$ cat src/nfcfg_pkg.sv
// package for the flash configuration register block
// assumes a 32-bit avalon-mm slave with word addressing by byte offset
package nfcfg_pkg;
  // ----------------------------------------------------------------
  // register map
  // ----------------------------------------------------------------
  localparam logic [31:0] NFCFG_BASE_ADDR = 32'h4E000000;
  localparam logic [7:0] NFCFG_CONF_OFS = 8'h00;
  localparam logic [7:0] NFCFG_SLEEP_OFS = 8'h04;
  // ----------------------------------------------------------------
  // field positions
  // ----------------------------------------------------------------
  localparam int NFCFG_MSG_BIT = 25;
  localparam int NFCFG_ECC_HI = 24;
  localparam int NFCFG_ECC_LO = 23;
  localparam int NFCFG_TACL_HI = 14;
  localparam int NFCFG_TACL_LO = 12;
  localparam int NFCFG_PHA_HI = 10;
  localparam int NFCFG_PHA_LO = 8;
  localparam int NFCFG_PHB_HI = 6;
  localparam int NFCFG_PHB_LO = 4;
  localparam int NFCFG_PAGE_BIT = 3;
  localparam int NFCFG_CLASS_BIT = 2;
  localparam int NFCFG_ADDR_BIT = 1;
  localparam int NFCFG_WIDTH_BIT = 0;
  localparam logic [31:0] NFCFG_WMASK = 32'h0380777F;
  // ----------------------------------------------------------------
  // reset values and codes
  // ----------------------------------------------------------------
  localparam logic [2:0] NFCFG_TACL_RST = 3'h1;
  localparam logic [2:0] NFCFG_PH_RST = 3'h0;
  localparam logic NFCFG_MSG_RST = 1'b0;
  localparam logic NFCFG_CLASS_RST = 1'b1;
  localparam logic [1:0] NFCFG_ECC_1BIT = 2'h0;
  localparam logic [1:0] NFCFG_ECC_4BIT = 2'h2;
  localparam logic [1:0] NFCFG_ECC_8BIT = 2'h1;
  localparam logic [9:0] NFCFG_MSG_LONG = 10'h200;
  localparam logic [9:0] NFCFG_MSG_SHORT = 10'h018;
  localparam logic [12:0] NFCFG_PG_512 = 13'h0200;
  localparam logic [12:0] NFCFG_PG_2K = 13'h0800;
  localparam logic [12:0] NFCFG_PG_4K = 13'h1000;
  typedef enum logic [1:0] {
    nfcfg_ecc_one,
    nfcfg_ecc_four,
    nfcfg_ecc_eight,
    nfcfg_ecc_bad
  } nfcfg_ecc_e;
endpackage : nfcfg_pkg

$ cat src/nfcfg_decode.sv
// decodes configuration fields into sizes and counts
// assumes purely combinational use by the register block
`timescale 1ns/1ps
module nfcfg_decode
  import nfcfg_pkg::*;
(
  input wire logic [1:0] ecc_kind_select,
  input wire logic ecc_message_length,
  input wire logic page_bytes_select,
  input wire logic flash_class_select,
  input wire logic address_cycle_count,
  output nfcfg_ecc_e ecc_kind,
  output logic [9:0] msg_bytes,
  output logic [12:0] page_bytes,
  output logic [2:0] addr_cycles
);
  always_comb begin
    case (ecc_kind_select)
      NFCFG_ECC_1BIT: ecc_kind = nfcfg_ecc_one;
      NFCFG_ECC_4BIT: ecc_kind = nfcfg_ecc_four;
      NFCFG_ECC_8BIT: ecc_kind = nfcfg_ecc_eight;
      default: ecc_kind = nfcfg_ecc_bad;
    endcase
    msg_bytes = ecc_message_length ? NFCFG_MSG_SHORT : NFCFG_MSG_LONG;
    if (flash_class_select) begin
      page_bytes = page_bytes_select ? NFCFG_PG_2K : NFCFG_PG_512;
    end else begin
      page_bytes = page_bytes_select ? NFCFG_PG_4K : NFCFG_PG_2K;
    end
    if (flash_class_select && !page_bytes_select) begin
      addr_cycles = address_cycle_count ? 3'h4 : 3'h3;
    end else begin
      addr_cycles = address_cycle_count ? 3'h5 : 3'h4;
    end
  end
endmodule : nfcfg_decode

$ cat src/nfcfg_timer.sv
// counts strobe phases: latch setup, write pulse a, write pulse b
// assumes start is a one-cycle pulse while idle
`timescale 1ns/1ps
module nfcfg_timer
  import nfcfg_pkg::*;
(
  input wire logic clock,
  input wire logic nrst,
  input wire logic start,
  input wire logic [2:0] latch_strobe_duration,
  input wire logic [2:0] write_pulse_phase_a,
  input wire logic [2:0] write_pulse_phase_b,
  output logic latch_phase,
  output logic pulse_a_phase,
  output logic pulse_b_phase,
  output logic busy
);
  typedef enum {idle_st, latch_st, pa_st, pb_st} nfcfg_tim_e;
  nfcfg_tim_e st_r, st_nxt;
  logic [2:0] cnt_r, cnt_nxt;

  always_comb begin
    st_nxt = st_r;
    cnt_nxt = cnt_r;
    case (st_r)
      idle_st: begin
        if (start) begin
          if (latch_strobe_duration != 3'h0) begin
            st_nxt = latch_st;
            cnt_nxt = latch_strobe_duration - 3'h1;
          end else begin
            st_nxt = pa_st;
            cnt_nxt = write_pulse_phase_a;
          end
        end
      end
      latch_st: begin
        if (cnt_r == 3'h0) begin
          st_nxt = pa_st;
          cnt_nxt = write_pulse_phase_a;
        end else begin
          cnt_nxt = cnt_r - 3'h1;
        end
      end
      pa_st: begin
        if (cnt_r == 3'h0) begin
          st_nxt = pb_st;
          cnt_nxt = write_pulse_phase_b;
        end else begin
          cnt_nxt = cnt_r - 3'h1;
        end
      end
      pb_st: begin
        if (cnt_r == 3'h0) begin
          st_nxt = idle_st;
        end else begin
          cnt_nxt = cnt_r - 3'h1;
        end
      end
      default: st_nxt = idle_st;
    endcase
  end

  always_ff @(posedge clock or negedge nrst) begin
    if (!nrst) begin
      st_r <= idle_st;
      cnt_r <= 3'h0;
    end else begin
      st_r <= st_nxt;
      cnt_r <= cnt_nxt;
    end
  end

  assign latch_phase = (st_r == latch_st);
  assign pulse_a_phase = (st_r == pa_st);
  assign pulse_b_phase = (st_r == pb_st);
  assign busy = (st_r != idle_st);
endmodule : nfcfg_timer

$ cat src/nfcfg_regs.sv
// flash configuration register with avalon-mm slave and strobe timer
// assumes boot straps are stable around reset release and wake
`timescale 1ns/1ps
module nfcfg_regs
  import nfcfg_pkg::*;
(
  input wire logic clock,
  input wire logic nrst,
  input wire logic [7:0] avs_address,
  input wire logic avs_read,
  input wire logic avs_write,
  input wire logic [3:0] avs_byteenable,
  input wire logic [31:0] avs_writedata,
  output logic [31:0] avs_readdata,
  output logic avs_waitrequest,
  input wire logic boot_mode_pin_two,
  input wire logic boot_mode_pin_one,
  input wire logic [1:0] boot_ecc_strap,
  input wire logic boot_page_strap,
  input wire logic boot_width_strap,
  input wire logic wake_from_sleep,
  input wire logic internal_boot_rom,
  input wire logic cycle_start,
  output logic [31:0] flash_configuration,
  output logic latch_strobe,
  output logic write_phase_a,
  output logic write_phase_b,
  output logic cycle_busy,
  output logic [2:0] addr_cycles_out,
  output logic [12:0] page_bytes_out,
  output logic [9:0] msg_bytes_out,
  output logic [1:0] ecc_kind_out,
  output logic wide_io
);
  // ----------------------------------------------------------------
  // state
  // ----------------------------------------------------------------
  logic [31:0] conf_r, conf_nxt;
  logic load_r, load_nxt;
  logic ack_r, ack_nxt;
  logic [31:0] rd_r, rd_nxt;
  logic sleep_r, sleep_nxt;
  logic lat_r, lat_nxt;
  logic pha_r, pha_nxt;
  logic phb_r, phb_nxt;
  logic busy_r, busy_nxt;
  logic [2:0] acyc_r, acyc_nxt;
  logic [12:0] pg_r, pg_nxt;
  logic [9:0] msg_r, msg_nxt;
  logic [1:0] ecc_r, ecc_nxt;
  logic wide_r, wide_nxt;
  nfcfg_ecc_e ecc_kind;
  logic [9:0] msg_bytes;
  logic [12:0] page_bytes;
  logic [2:0] addr_cycles;
  logic t_lat, t_pa, t_pb, t_busy;
  logic [31:0] bmask;

  function automatic logic [31:0] lane_mask(input logic [3:0] be);
    lane_mask = {{8{be[3]}}, {8{be[2]}}, {8{be[1]}}, {8{be[0]}}};
  endfunction : lane_mask

  // ----------------------------------------------------------------
  // decode and timing
  // ----------------------------------------------------------------
  nfcfg_decode u_dec (
    .ecc_kind_select(conf_r[NFCFG_ECC_HI:NFCFG_ECC_LO]),
    .ecc_message_length(conf_r[NFCFG_MSG_BIT]),
    .page_bytes_select(conf_r[NFCFG_PAGE_BIT]),
    .flash_class_select(conf_r[NFCFG_CLASS_BIT]),
    .address_cycle_count(conf_r[NFCFG_ADDR_BIT]),
    .ecc_kind(ecc_kind),
    .msg_bytes(msg_bytes),
    .page_bytes(page_bytes),
    .addr_cycles(addr_cycles)
  );

  nfcfg_timer u_tim (
    .clock(clock),
    .nrst(nrst),
    .start(cycle_start),
    .latch_strobe_duration(conf_r[NFCFG_TACL_HI:NFCFG_TACL_LO]),
    .write_pulse_phase_a(conf_r[NFCFG_PHA_HI:NFCFG_PHA_LO]),
    .write_pulse_phase_b(conf_r[NFCFG_PHB_HI:NFCFG_PHB_LO]),
    .latch_phase(t_lat),
    .pulse_a_phase(t_pa),
    .pulse_b_phase(t_pb),
    .busy(t_busy)
  );

  // ----------------------------------------------------------------
  // register and bus logic
  // ----------------------------------------------------------------
  always_comb begin
    conf_nxt = conf_r;
    load_nxt = 1'b0;
    ack_nxt = 1'b0;
    rd_nxt = rd_r;
    sleep_nxt = wake_from_sleep;
    bmask = lane_mask(avs_byteenable) & NFCFG_WMASK;
    // straps and mode pins load one cycle after reset release; only the two mode pins reload on wake rising edge
    if (load_r || (wake_from_sleep && !sleep_r)) begin
      conf_nxt[NFCFG_CLASS_BIT] = boot_mode_pin_two;
      conf_nxt[NFCFG_ADDR_BIT] = boot_mode_pin_one;
    end
    if (load_r) begin
      conf_nxt[NFCFG_ECC_HI:NFCFG_ECC_LO] = boot_ecc_strap;
      conf_nxt[NFCFG_PAGE_BIT] = boot_page_strap;
      conf_nxt[NFCFG_WIDTH_BIT] = boot_width_strap;
    end
    // one wait state per access: waitrequest drops in the second cycle
    if ((avs_read || avs_write) && !ack_r) begin
      ack_nxt = 1'b1;
      if (avs_address == NFCFG_CONF_OFS) begin
        if (avs_write) begin
          conf_nxt = (conf_r & ~bmask) | (avs_writedata & bmask);
        end
        rd_nxt = conf_r;
      end else if (avs_address == NFCFG_SLEEP_OFS) begin
        rd_nxt = {31'h00000000, sleep_r};
      end else begin
        rd_nxt = 32'h00000000;
      end
      if (avs_write) begin
        rd_nxt = 32'h00000000;
      end
    end
    lat_nxt = t_lat;
    pha_nxt = t_pa;
    phb_nxt = t_pb;
    busy_nxt = t_busy;
    acyc_nxt = addr_cycles;
    pg_nxt = page_bytes;
    msg_nxt = msg_bytes;
    ecc_nxt = ecc_kind;
    // rom boot always runs the 8-bit bus
    wide_nxt = conf_r[NFCFG_WIDTH_BIT] && !internal_boot_rom;
  end

  always_ff @(posedge clock or negedge nrst) begin
    if (!nrst) begin
      conf_r <= {6'h00, NFCFG_MSG_RST, 2'h0, 8'h00, NFCFG_TACL_RST, 1'b0,
                 NFCFG_PH_RST, 1'b0, NFCFG_PH_RST, 1'b0, NFCFG_CLASS_RST,
                 2'h0};
      load_r <= 1'b1;
      ack_r <= 1'b0;
      rd_r <= 32'h00000000;
      sleep_r <= 1'b0;
      lat_r <= 1'b0;
      pha_r <= 1'b0;
      phb_r <= 1'b0;
      busy_r <= 1'b0;
      acyc_r <= 3'h0;
      pg_r <= 13'h0000;
      msg_r <= 10'h000;
      ecc_r <= 2'h0;
      wide_r <= 1'b0;
    end else begin
      conf_r <= conf_nxt;
      load_r <= load_nxt;
      ack_r <= ack_nxt;
      rd_r <= rd_nxt;
      sleep_r <= sleep_nxt;
      lat_r <= lat_nxt;
      pha_r <= pha_nxt;
      phb_r <= phb_nxt;
      busy_r <= busy_nxt;
      acyc_r <= acyc_nxt;
      pg_r <= pg_nxt;
      msg_r <= msg_nxt;
      ecc_r <= ecc_nxt;
      wide_r <= wide_nxt;
    end
  end

  // ----------------------------------------------------------------
  // outputs
  // ----------------------------------------------------------------
  assign avs_readdata = rd_r;
  assign avs_waitrequest = !ack_r;
  assign flash_configuration = conf_r;
  assign latch_strobe = lat_r;
  assign write_phase_a = pha_r;
  assign write_phase_b = phb_r;
  assign cycle_busy = busy_r;
  assign addr_cycles_out = acyc_r;
  assign page_bytes_out = pg_r;
  assign msg_bytes_out = msg_r;
  assign ecc_kind_out = ecc_r;
  assign wide_io = wide_r;
endmodule : nfcfg_regs

$ cat config.mk
export PLATFORM = sky130hd
export DESIGN_NAME = nfcfg_regs
export DESIGN_NICKNAME = d
export VERILOG_FILES = /design/src/nfcfg_pkg.sv /design/src/nfcfg_decode.sv /design/src/nfcfg_timer.sv /design/src/nfcfg_regs.sv
export SDC_FILE = /design/constraint.sdc
export NUM_CORES = 1
export LEC_CHECK = 0
export ABC_AREA = 0
export BUFFER_PORTS_ARGS = -buffer_cell sky130_fd_sc_hd__buf_2
export CORE_AREA = 8 8 95 80
export CTS_BUF_LIST = sky130_fd_sc_hd__clkbuf_4 sky130_fd_sc_hd__clkbuf_8
export DETAILED_ROUTE_END_ITERATION = 10
export DIE_AREA = 0 0 103 88
export PLACE_DENSITY = 0.87
export SLEW_MARGIN = 0
export SYNTH_ARGS = -nofsm -noshare
export SYNTH_HDL_FRONTEND = slang
export SYNTH_SLANG_ARGS = --single-unit
$ cat constraint.sdc
create_clock -name clock -period 3.1 [get_ports clock]
set_input_delay 0.465 -clock clock [delete_from_list [all_inputs] [get_ports clock]]
set_output_delay 0.465 -clock clock [all_outputs]
set_load 0.05 [all_outputs]
==> key figures, run 1 <==
Outcome
  – Outcome: complete, no violations

Global route
  – Largest net degree at the start of global routing: 21
  – Initial antenna violation count: 0
  – Vias in the first global route: 2121
  – GRT Overall Usage: 0.147
  – First-pass GRT wire length: 10.3 mm
  – Congestion Overflow GR: 0

Logic synthesis
  – Synth top area cells: dfrtp_1, buf_4, ha_1
  – Post-synth EDFFs: 0
  – Flop and latch count out of synthesis: 55
  – Avg Cell Area, Syn: 11.7 µm²
  – Top cell type's share of synthesized area: 0.450
  – Synth area leader: dfrtp_1
  – Asr flop ratio synth: 1.00
  – Count of different cell masters after synthesis: 40
  – Mapped Cells: 248
  – Synth Flop Type: dfrtp_1
  – Synth Cell Area: 2890 µm²
  – Ys Warns: 0
  – Seq/Total Area, Yosys: 0.477

Cells and area
  – Share of cells above drive strength 1: 0.366
  – Fin area: 3310 µm²
  – FILL cells: 569
  – Most frequent cells in the layout: buf_2, dfrtp_1, conb_1, inv_1, a22o_1
  – Final cell count without fillers: 423
  – Most common cell after layout, fill and taps aside: buf_2
  – Antenna diodes: 0
  – Multi-input logic area: 1180 µm²
  – Core Util, Final: 0.541
  – Synth-to-Final Area Change: 14.4%
  – Nets: 409
  – Register area: 1380 µm²

Critical path
  – WP data arrival: 2.19 ns
  – Worst setup path category: reg -> reg
  – Crit end category: register
  – WP data required: 3.29 ns
  – Top fanout value on the critical path: 7
  – Startpoint Class: register

Floorplan
  – Core box area: 6120 µm²
  – Num rows: 26
  – Die W: 103 µm
  – Initial Util: 0.473
  – DIE HEIGHT: 88 µm
  – I/O Pins: 155
  – Total Die Area: 9060 µm²

Power
  – Largest vdd supply drop: 305 µV
  – Leak pwr: 1.82 nW
  – Final Power: 2.08 mW
  – Cell Pwr Density: 629 nW/µm²

Placed design
  – Dpl cells: 415
  – I/O Buffers: 89
  – Hpwl dp: 5.39 mm
  – Placed cell areas: 3220 µm²
  – GPL Wtd Cong: 0.943

STA
  – Final Hold Viols: 0
  – Worst Skew: 0.0121 ns
  – Fin crit period: 2.00 ns
  – Final setup violation count: 0
  – Unrepaired setup endpoints after global routing: no
  – Final period utilization: 0.647
  – Fmax: 499 MHz
  – Final TNS setup: 0 ns
  – Final slew viol count: 0

Route
  – Routed vias/inst: 4.74
  – Vias: 2007
  – WL per Instance: 15.8 µm
  – DRC Markers: 0
  – Routed WL: 6.68 mm
  – Post-route antenna net violation count: 0
  – Number of DRC markers in iteration 0: 75
  – Pre-Repair DR Iteration Count: 4

Clock network
  – CTS H-Tree Depth: 2
  – Max clock buf depth: 2
  – Post-CTS Setup Repair Bufs: 0
  – Clock latency on the worst-skew pair: 0.30 ns
  – Clk slew on worst S/H paths: 0.10 ns
  – Clock Tree Root: clkbuf_8
  – Post-CTS Resized: 0
  – CTS sink count: 55
  – CTS tree: yes
  – CTS Hold Bufs: 0
  – Inserted Clock Buffers: 5

Hold path
  – Path type of the worst min-delay path: in -> async

Run
  – Maxcap violations: 0
==> synthesized netlist by cell type (4+ instances only) <==
library cell  count
mux2i_1           4
a22o_1           18
inv_1            21
nand2_1           9
buf_4            54
a21oi_1           4
o221a_2           4
ha_1             14
nor2b_1           5
nor2_1            5
mux2_2            8
dfrtp_1          52
==> final timing paths <==
kind / slack [ns] / endpoint / depth (start not counted) / startpoint
setup / recovery: 1.10 / register / 4 / ack_r
hold / removal: 0.09 / wide_io / 1 / nrst
setup reg to reg: 1.10 / register / 4 / ack_r
hold reg to reg: 0.45 / msg_bytes_out[4] / 0 / register
max in group asynchronous: 2.33 / async pin / 2 / nrst
min in group clock: 0.29 / sleep_r / 1 / wake_from_sleep
==> power by group <==
part | total (mW) | switching, mW | internal, mW
Sequential | 0.855 | 0.0549 | 0.800
Clock | 0.396 | 0.234 | 0.162
Combinational | 0.830 | 0.599 | 0.232
==> stage by stage <==
step / setup slack [ns] / hold WS [ns]
final: 1.10 / 0.0943
after global routing: 1.03 / 0.107
after CTS: 1.10 / 0.0959
after detailed placement: 0.938 / 0.418
after global placement: 0.979 / 0.423
after floorplan: 1.31 / 0.169
==> per-layer routing <==
| layer | wire length [µm] | part of all wire | vias up | GRT usage |
|---|---|---|---|---|
| li1 | - | - | 945 | - |
| met1 | 2830 | 0.42 | 982 | 0.182 |
| met2 | 3250 | 0.49 | 73 | 0.242 |
| met3 | 519 | 0.078 | 7 | 0.0373 |
| met4 | 82 | 0.012 | 0 | 0.0537 |
| met5 | 0 | 0 | - | 0 |
==> worst max-delay path, cell delays in order, from the launching register on <==
cell	delay (ns)
dfrtp_1	0.44
nor4_4	0.41
and3_1	0.45
mux2_1	0.36
o221a_2	0.25
==> logic make-up after synthesis <==
| family | share of synthesized area |
|---|---|
| fa+ha+maj | 0.0605 |
| flops | 0.477 |
| other cells | 0.00130 |
| simple gates | 0.0826 |
| mux | 0.0722 |
| buf+inv | 0.179 |
| compound gates | 0.128 |
==> final cells by class <==
cell class	count	area share
repair buffers	93	0.144
multi-input cells	162	0.356
inverters	21	0.0238
clock buffers	5	0.0208
flip-flops and latches	55	0.417
clock inverters	3	0.00680
well taps	84	0.0317
(Power assumes the default switching activity.)
==> inputs of run 2 (changes only) <==
CORE_AREA = 8 8 102 86   (was 8 8 95 80)
DIE_AREA = 0 0 110 94   (was 0 0 103 88)
PLACE_DENSITY = 0.79   (was 0.87)
clock period = 1.64 ns   (was 3.1 ns; I/O delays follow)
==> key figures, run 2 (same netlist as run 1, synthesis figures left out) <==
Outcome
  – Outcome: complete, no violations (unchanged)

Route
  – WL per Instance: 16.5 µm (was 15.8 µm)
  – DRC Markers: 0 (unchanged)
  – Number of DRC markers in iteration 0: 60 (was 75)
  – Routed vias/inst: 4.67 (was 4.74)
  – Vias: 2113 (was 2007)
  – Post-route antenna net violation count: 0 (unchanged)
  – Pre-Repair DR Iteration Count: 4 (unchanged)
  – Routed WL: 7.48 mm (was 6.68 mm)

STA
  – Final Hold Viols: 0 (unchanged)
  – Hold slack final: 0.0726 ns (was 0.0943 ns)
  – Worst Skew: 0.0112 ns (was 0.0121 ns)
  – Fin crit period: 1.63 ns (was 2.00 ns)
  – Unrepaired setup endpoints after global routing: yes (was no)
  – Final period utilization: 0.991 (was 0.647)
  – Final slew viol count: 0 (unchanged)
  – Final setup violation count: 0 (unchanged)
  – Fmax: 615 MHz (was 499 MHz)

Global route
  – Initial antenna violation count: 0 (unchanged)
  – Largest net degree at the start of global routing: 56 (was 21)
  – GRT Overall Usage: 0.139 (was 0.147)
  – Vias in the first global route: 2258 (was 2121)
  – First-pass GRT wire length: 11.4 mm (was 10.3 mm)
  – Congestion Overflow GR: 0 (unchanged)

Clock network
  – Clk slew on worst S/H paths: 0.10 ns (about the same)
  – Clock Tree Root: clkbuf_8 (unchanged)
  – Inserted Clock Buffers: 5 (unchanged)
  – CTS H-Tree Depth: 2 (unchanged)
  – Max clock buf depth: 2 (unchanged)
  – Clock latency on the worst-skew pair: 0.30 ns (about the same)
  – CTS sink count: 55 (unchanged)
  – CTS tree: yes (unchanged)

Power
  – Cell Pwr Density: 1310 nW/µm² (was 629 nW/µm²)
  – Largest vdd supply drop: 461 µV (was 305 µV)
  – Leak pwr: 1.98 nW (was 1.82 nW)
  – Final Power: 4.79 mW (was 2.08 mW)

Run
  – Maxcap violations: 0 (unchanged)

Critical path
  – WP data arrival: 1.85 ns (was 2.19 ns)
  – WP data required: 1.87 ns (was 3.29 ns)
  – Startpoint Class: register (unchanged)
  – Most used cell, CP: nor2b_4
  – Crit path max-delay family: compound AO/OA/AOI/OAI gates (was simple AND/OR/NAND/NOR gates)
  – Crit. Startpoint: u_tim.cnt_r[1] (was ack_r)
  – Worst path bufs/invs: 2 (was 0)
  – Top fanout value on the critical path: 6 (was 7)
  – Crit end category: register (unchanged)
  – CP max stage delay: 0.41 ns (was 0.45 ns)
  – Reg2reg start: u_tim.cnt_r[1] (was ack_r)
  – Worst setup path category: reg -> reg (unchanged)
  – Cells along the critical path: inv_2 > ha_4 > nor2b_4 > buf_6 > a221o_1 > nor2b_4 > a31oi_1 (was nor4_4 > and3_1 > mux2_1 > o221a_2)
  – Slowest-stage cell, CP: a221o_1 (was and3_1)

Floorplan
  – Num rows: 28 (was 26)
  – Total Die Area: 10300 µm² (was 9060 µm²)
  – I/O Pins: 155 (unchanged)
  – DIE HEIGHT: 94 µm (was 88 µm)
  – Initial Util: 0.407 (was 0.473)
  – Core box area: 7110 µm² (was 6120 µm²)
  – Die W: 110 µm (was 103 µm)

Placed design
  – Hpwl dp: 5.73 mm (was 5.39 mm)
  – Placed cell areas: 3390 µm² (was 3220 µm²)
  – Dpl cells: 439 (was 415)
  – I/O Buffers: 89 (unchanged)
  – GPL Wtd Cong: 0.885 (was 0.943)

Cells and area
  – Nets: 432 (was 409)
  – Antenna diodes: 0 (unchanged)
  – Fin area: 3670 µm² (was 3310 µm²)
  – Most common cell after layout, fill and taps aside: buf_2 (unchanged)
  – Most frequent cells in the layout: buf_2, dfrtp_1, conb_1, buf_4, a22o_1 (was buf_2, dfrtp_1, conb_1, inv_1, a22o_1)
  – Share of cells above drive strength 1: 0.464 (was 0.366)
  – Final cell count without fillers: 452 (was 423)
  – Multi-input logic area: 1300 µm² (was 1180 µm²)
  – Synth-to-Final Area Change: 26.7% (was 14.4%)
  – FILL cells: 643 (was 569)
  – Register area: 1380 µm² (about the same)

Hold path
  – Hold wc startpoint: wake_from_sleep
  – Path type of the worst min-delay path: in -> reg (was in -> async)
[run 2: changes by cell type in the layout (fill, tap and decap cells not counted), moves of 2 or more]
cell and delta:
buf_4 +19, ha_1 -7, inv_1 -5, inv_2 +5
ha_4 +4, ha_2 +3, nor2b_1 -3, a221oi_1 -2
a221oi_2 +2, buf_12 +2, nor2b_4 +2
[run 2: cell type report]
class,instances,area share
clock inverters,2,0.00955
repair buffers,116,0.185
flip-flops and latches,55,0.377
multi-input cells,162,0.354
inverters,21,0.0215
clock buffers,6,0.0225
well taps,90,0.0307
[run 2: worst reg2reg max path, cell delays in order (launching register included)]
cell     delay (ns)
dfrtp_1        0.37
inv_2          0.06
ha_4           0.16
nor2b_4        0.13
buf_6          0.12
a221o_1        0.41
nor2b_4        0.16
a31oi_1        0.14
[run 2: per-stage QoR]
step	TNS [ns]	util	setup WS, ns
3_5_place_dp	-0.486	0.477	-0.115
3_3_place_gp	-0.251	0.477	-0.0729
2_1_floorplan	0	-	0.00205
4_1_cts	-0.0236	0.499	-0.0102
6_report	0	0.516	0.0144
5_1_grt	-0.0803	0.516	-0.0433
[run 2: power by group]
group / switching [mW] / internal (mW)
clock network: 0.430 / 0.495
logic: 1.38 / 0.851
registers: 0.119 / 1.52
total: 1.93 / 2.86
[run 2: path summary, 6_finish.rpt]
kind	to	slack (ns)	cells past startpoint
setup / recovery	u_tim.cnt_r[2]	0.01	7
hold / removal	sleep_r	0.07	1
setup reg to reg	u_tim.cnt_r[2]	0.01	7
hold reg to reg	ecc_kind_out[0]	0.45	0
max in group asynchronous	async pin	0.86	3
min in group asynchronous	page_bytes_out[9]	0.47	3
[run 2: timing repair]
item	in CTS	in global routing
hold buffers	1	0
endpoints found under the hold margin	52	0
pin swaps	0	4
gates resized for setup	5	23
buffers inserted	1	3
endpoints found under the setup margin	8	7
[run 2: layer usage]
| layer | GRT usage | vias up | wire length [µm] |
|---|---|---|---|
| met4 | 0.0370 | 0 | 126 |
| met3 | 0.0350 | 10 | 525 |
| met2 | 0.231 | 87 | 3660 |
| li1 | - | 987 | - |
| met1 | 0.175 | 1029 | 3160 |
| met5 | 0 | - | 0 |
==> inputs of run 3 (changes only) <==
RECOVER_POWER = 25   (was not set)
REMOVE_ABC_BUFFERS = 1   (was not set)
==> key figures, run 3 (same netlist as run 1, synthesis figures left out) <==
Outcome
  – Outcome: complete, no violations (unchanged)

Cells and area
  – Most frequent cells in the layout: buf_2, dfrtp_1, conb_1, buf_4, a22o_1 (unchanged)
  – Register area: 1380 µm² (about the same)
  – Final cell count without fillers: 447 (was 452)
  – Nets: 427 (was 432)
  – Most common cell after layout, fill and taps aside: buf_2 (unchanged)
  – FILL cells: 647 (was 643)
  – Antenna diodes: 0 (unchanged)
  – Share of cells above drive strength 1: 0.451 (was 0.464)
  – Multi-input logic area: 1320 µm² (was 1300 µm²)
  – Core Util, Final: 0.507 (was 0.516)
  – Synth-to-Final Area Change: 24.5% (was 26.7%)

STA
  – Final period utilization: 0.994 (was 0.991)
  – Final setup violation count: 0 (unchanged)
  – Fmax: 613 MHz (was 615 MHz)
  – Unrepaired setup endpoints after global routing: yes (unchanged)
  – Worst Skew: 0.0115 ns (was 0.0112 ns)
  – Final Hold Viols: 0 (unchanged)
  – Worst setup margin: 0.00934 ns (was 0.0144 ns)
  – Hold slack final: 0.0697 ns (was 0.0726 ns)
  – Rel. slew slack: 0.499
  – Final TNS setup: 0 ns (unchanged)
  – Worst-margin pin slew: 0.751 ns
  – Final slew viol count: 0 (unchanged)
  – Fin crit period: 1.63 ns (about the same)

Route
  – Post-route antenna net violation count: 0 (unchanged)
  – Number of DRC markers in iteration 0: 118 (was 60)
  – WL met2: 3.47 mm (was 3.66 mm)
  – Pre-Repair DR Iteration Count: 4 (unchanged)
  – DRC Markers: 0 (unchanged)
  – Routed WL: 7.39 mm (was 7.48 mm)
  – Metal3 WL: 471 µm (was 525 µm)
  – Max layer used: met4 (unchanged)
  – Vias: 2091 (was 2113)
  – WL per Instance: 16.5 µm (about the same)
  – Wl on met1: 3.36 mm (was 3.16 mm)
  – Routed vias/inst: 4.68 (was 4.67)

Placed design
  – Dpl cells: 435 (was 439)
  – I/O Buffers: 89 (unchanged)
  – GPL Wtd Cong: 0.831 (was 0.885)
  – Placement Setup Slack: -0.0731 ns (was -0.115 ns)
  – Hpwl dp: 5.57 mm (was 5.73 mm)

Hold path
  – Hold wc startpoint: wake_from_sleep (unchanged)
  – Path type of the worst min-delay path: in -> reg (unchanged)
  – Cells on Worst Hold Path: 1 (unchanged)
  – Hold EP: sleep_r (unchanged)

Clock network
  – Clk slew on worst S/H paths: 0.10 ns (about the same)
  – Inserted Clock Buffers: 5 (unchanged)
  – CTS sink count: 55 (unchanged)
  – Max clock buf depth: 2 (unchanged)
  – Clock Tree Root: clkbuf_8 (unchanged)
  – Clock latency on the worst-skew pair: 0.31 ns (was 0.30 ns)
  – CTS tree: yes (unchanged)
  – CTS H-Tree Depth: 2 (unchanged)

Floorplan
  – I/O Pins: 155 (unchanged)
  – Initial Util: 0.407 (unchanged)
  – DIE HEIGHT: 94 µm (unchanged)
  – Num rows: 28 (unchanged)
  – Core box area: 7110 µm² (unchanged)
  – Total Die Area: 10300 µm² (unchanged)
  – Die W: 110 µm (unchanged)

Global route
  – Vias in the first global route: 2261 (was 2258)
  – Congestion Overflow GR: 0 (unchanged)
  – Largest net degree at the start of global routing: 56 (unchanged)
  – First-pass GRT wire length: 11.1 mm (was 11.4 mm)
  – GRT Overall Usage: 0.135 (was 0.139)
  – Initial antenna violation count: 0 (unchanged)

Critical path
  – Slowest-stage cell, CP: dfrtp_2 (was a221o_1)
  – Crit path max-delay family: flip-flops (was compound AO/OA/AOI/OAI gates)
  – Reg2reg start: u_tim.st_r[1] (was u_tim.cnt_r[1])
  – Startpoint Class: register (unchanged)
  – WP data required: 1.83 ns (was 1.87 ns)
  – WP data arrival: 1.82 ns (was 1.85 ns)
  – Worst setup path category: reg -> reg (unchanged)
  – R2R Path End: u_tim.cnt_r[2] (unchanged)
  – Cells along the critical path: inv_4 > ha_4 > nor4_4 > a221o_1 > nor2b_1 > a31oi_1 (was inv_2 > ha_4 > nor2b_4 > buf_6 > a221o_1 > nor2b_4 > a31oi_1)
  – Worst path bufs/invs: 1 (was 2)
  – R2R setup slack: 0.009 ns (was 0.01 ns)
  – R2R cell count: 6 (was 7)
  – CP max stage delay: 0.48 ns (was 0.41 ns)
  – Top fanout value on the critical path: 6 (unchanged)
  – Crit end category: register (unchanged)

Power
  – Cell Pwr Density: 1270 nW/µm² (was 1310 nW/µm²)
  – Leak pwr: 1.94 nW (was 1.98 nW)
  – Largest vdd supply drop: 453 µV (was 461 µV)

Run
  – Maxcap violations: 0 (unchanged)
run 3: changes by cell type in the layout (fill, tap and decap cells not counted), moves of 2 or more:
cell    before  now
buf_4       23   20
inv_4        0    2
ha_1         7    9
inv_2        5    2
inv_6        0    2
buf_12       2    0
ha_2         3    0
run 3: worst max-delay path by stage:
stage                              from              to  slack (ns)  depth (start not counted)
after global routing      u_tim.st_r[0]  u_tim.cnt_r[2]       -0.04                          6
after detailed placement          ack_r        register       -0.07                          4
after floorplan                   ack_r        register       -0.14                          4
after CTS                      register  u_tim.cnt_r[1]       0.006                          6
after global placement            ack_r        register       -0.04                          4
final                     u_tim.st_r[1]  u_tim.cnt_r[2]       0.009                          6
run 3: per-stage QoR:
step / total power, mW / instance area (µm²)
6_report: 4.57 / 3600
5_1_grt: 4.81 / 3600
4_1_cts: 4.20 / 3490
3_5_place_dp: 3.31 / 3340
3_3_place_gp: 3.25 / 3340
2_1_floorplan: 2.84 / 2640
run 3: metal layers:
metal  up-vias  GRT usage
met5         -          0
li1        973          -
met4         0     0.0348
met1      1006      0.178
met3        12     0.0254
met2       100      0.222
run 3: cell type report:
class / count / share of cell area
flip-flops and latches: 55 / 0.384
multi-input cells: 162 / 0.366
repair buffers: 111 / 0.170
clock buffers: 5 / 0.0191
clock inverters: 3 / 0.00729
inverters: 21 / 0.0233
well taps: 90 / 0.0312
run 3: report_power, final:
group	leakage [nW]	internal [mW]	switching (mW)	total, mW
clock network	0.0491	0.316	0.473	0.789
logic	1.19	0.758	1.36	2.12
registers	0.699	1.52	0.142	1.66
run 3: timing repair:
| item | in CTS | in global routing |
|---|---|---|
| endpoints found under the setup margin | 12 | 5 |
| endpoints found under the hold margin | 52 | 0 |
| gates cloned | 0 | 0 |
| buffers inserted | 1 | 3 |
| pin swaps | 4 | 4 |
| resized for setup | 10 | 23 |
| hold buffers | 1 | 0 |
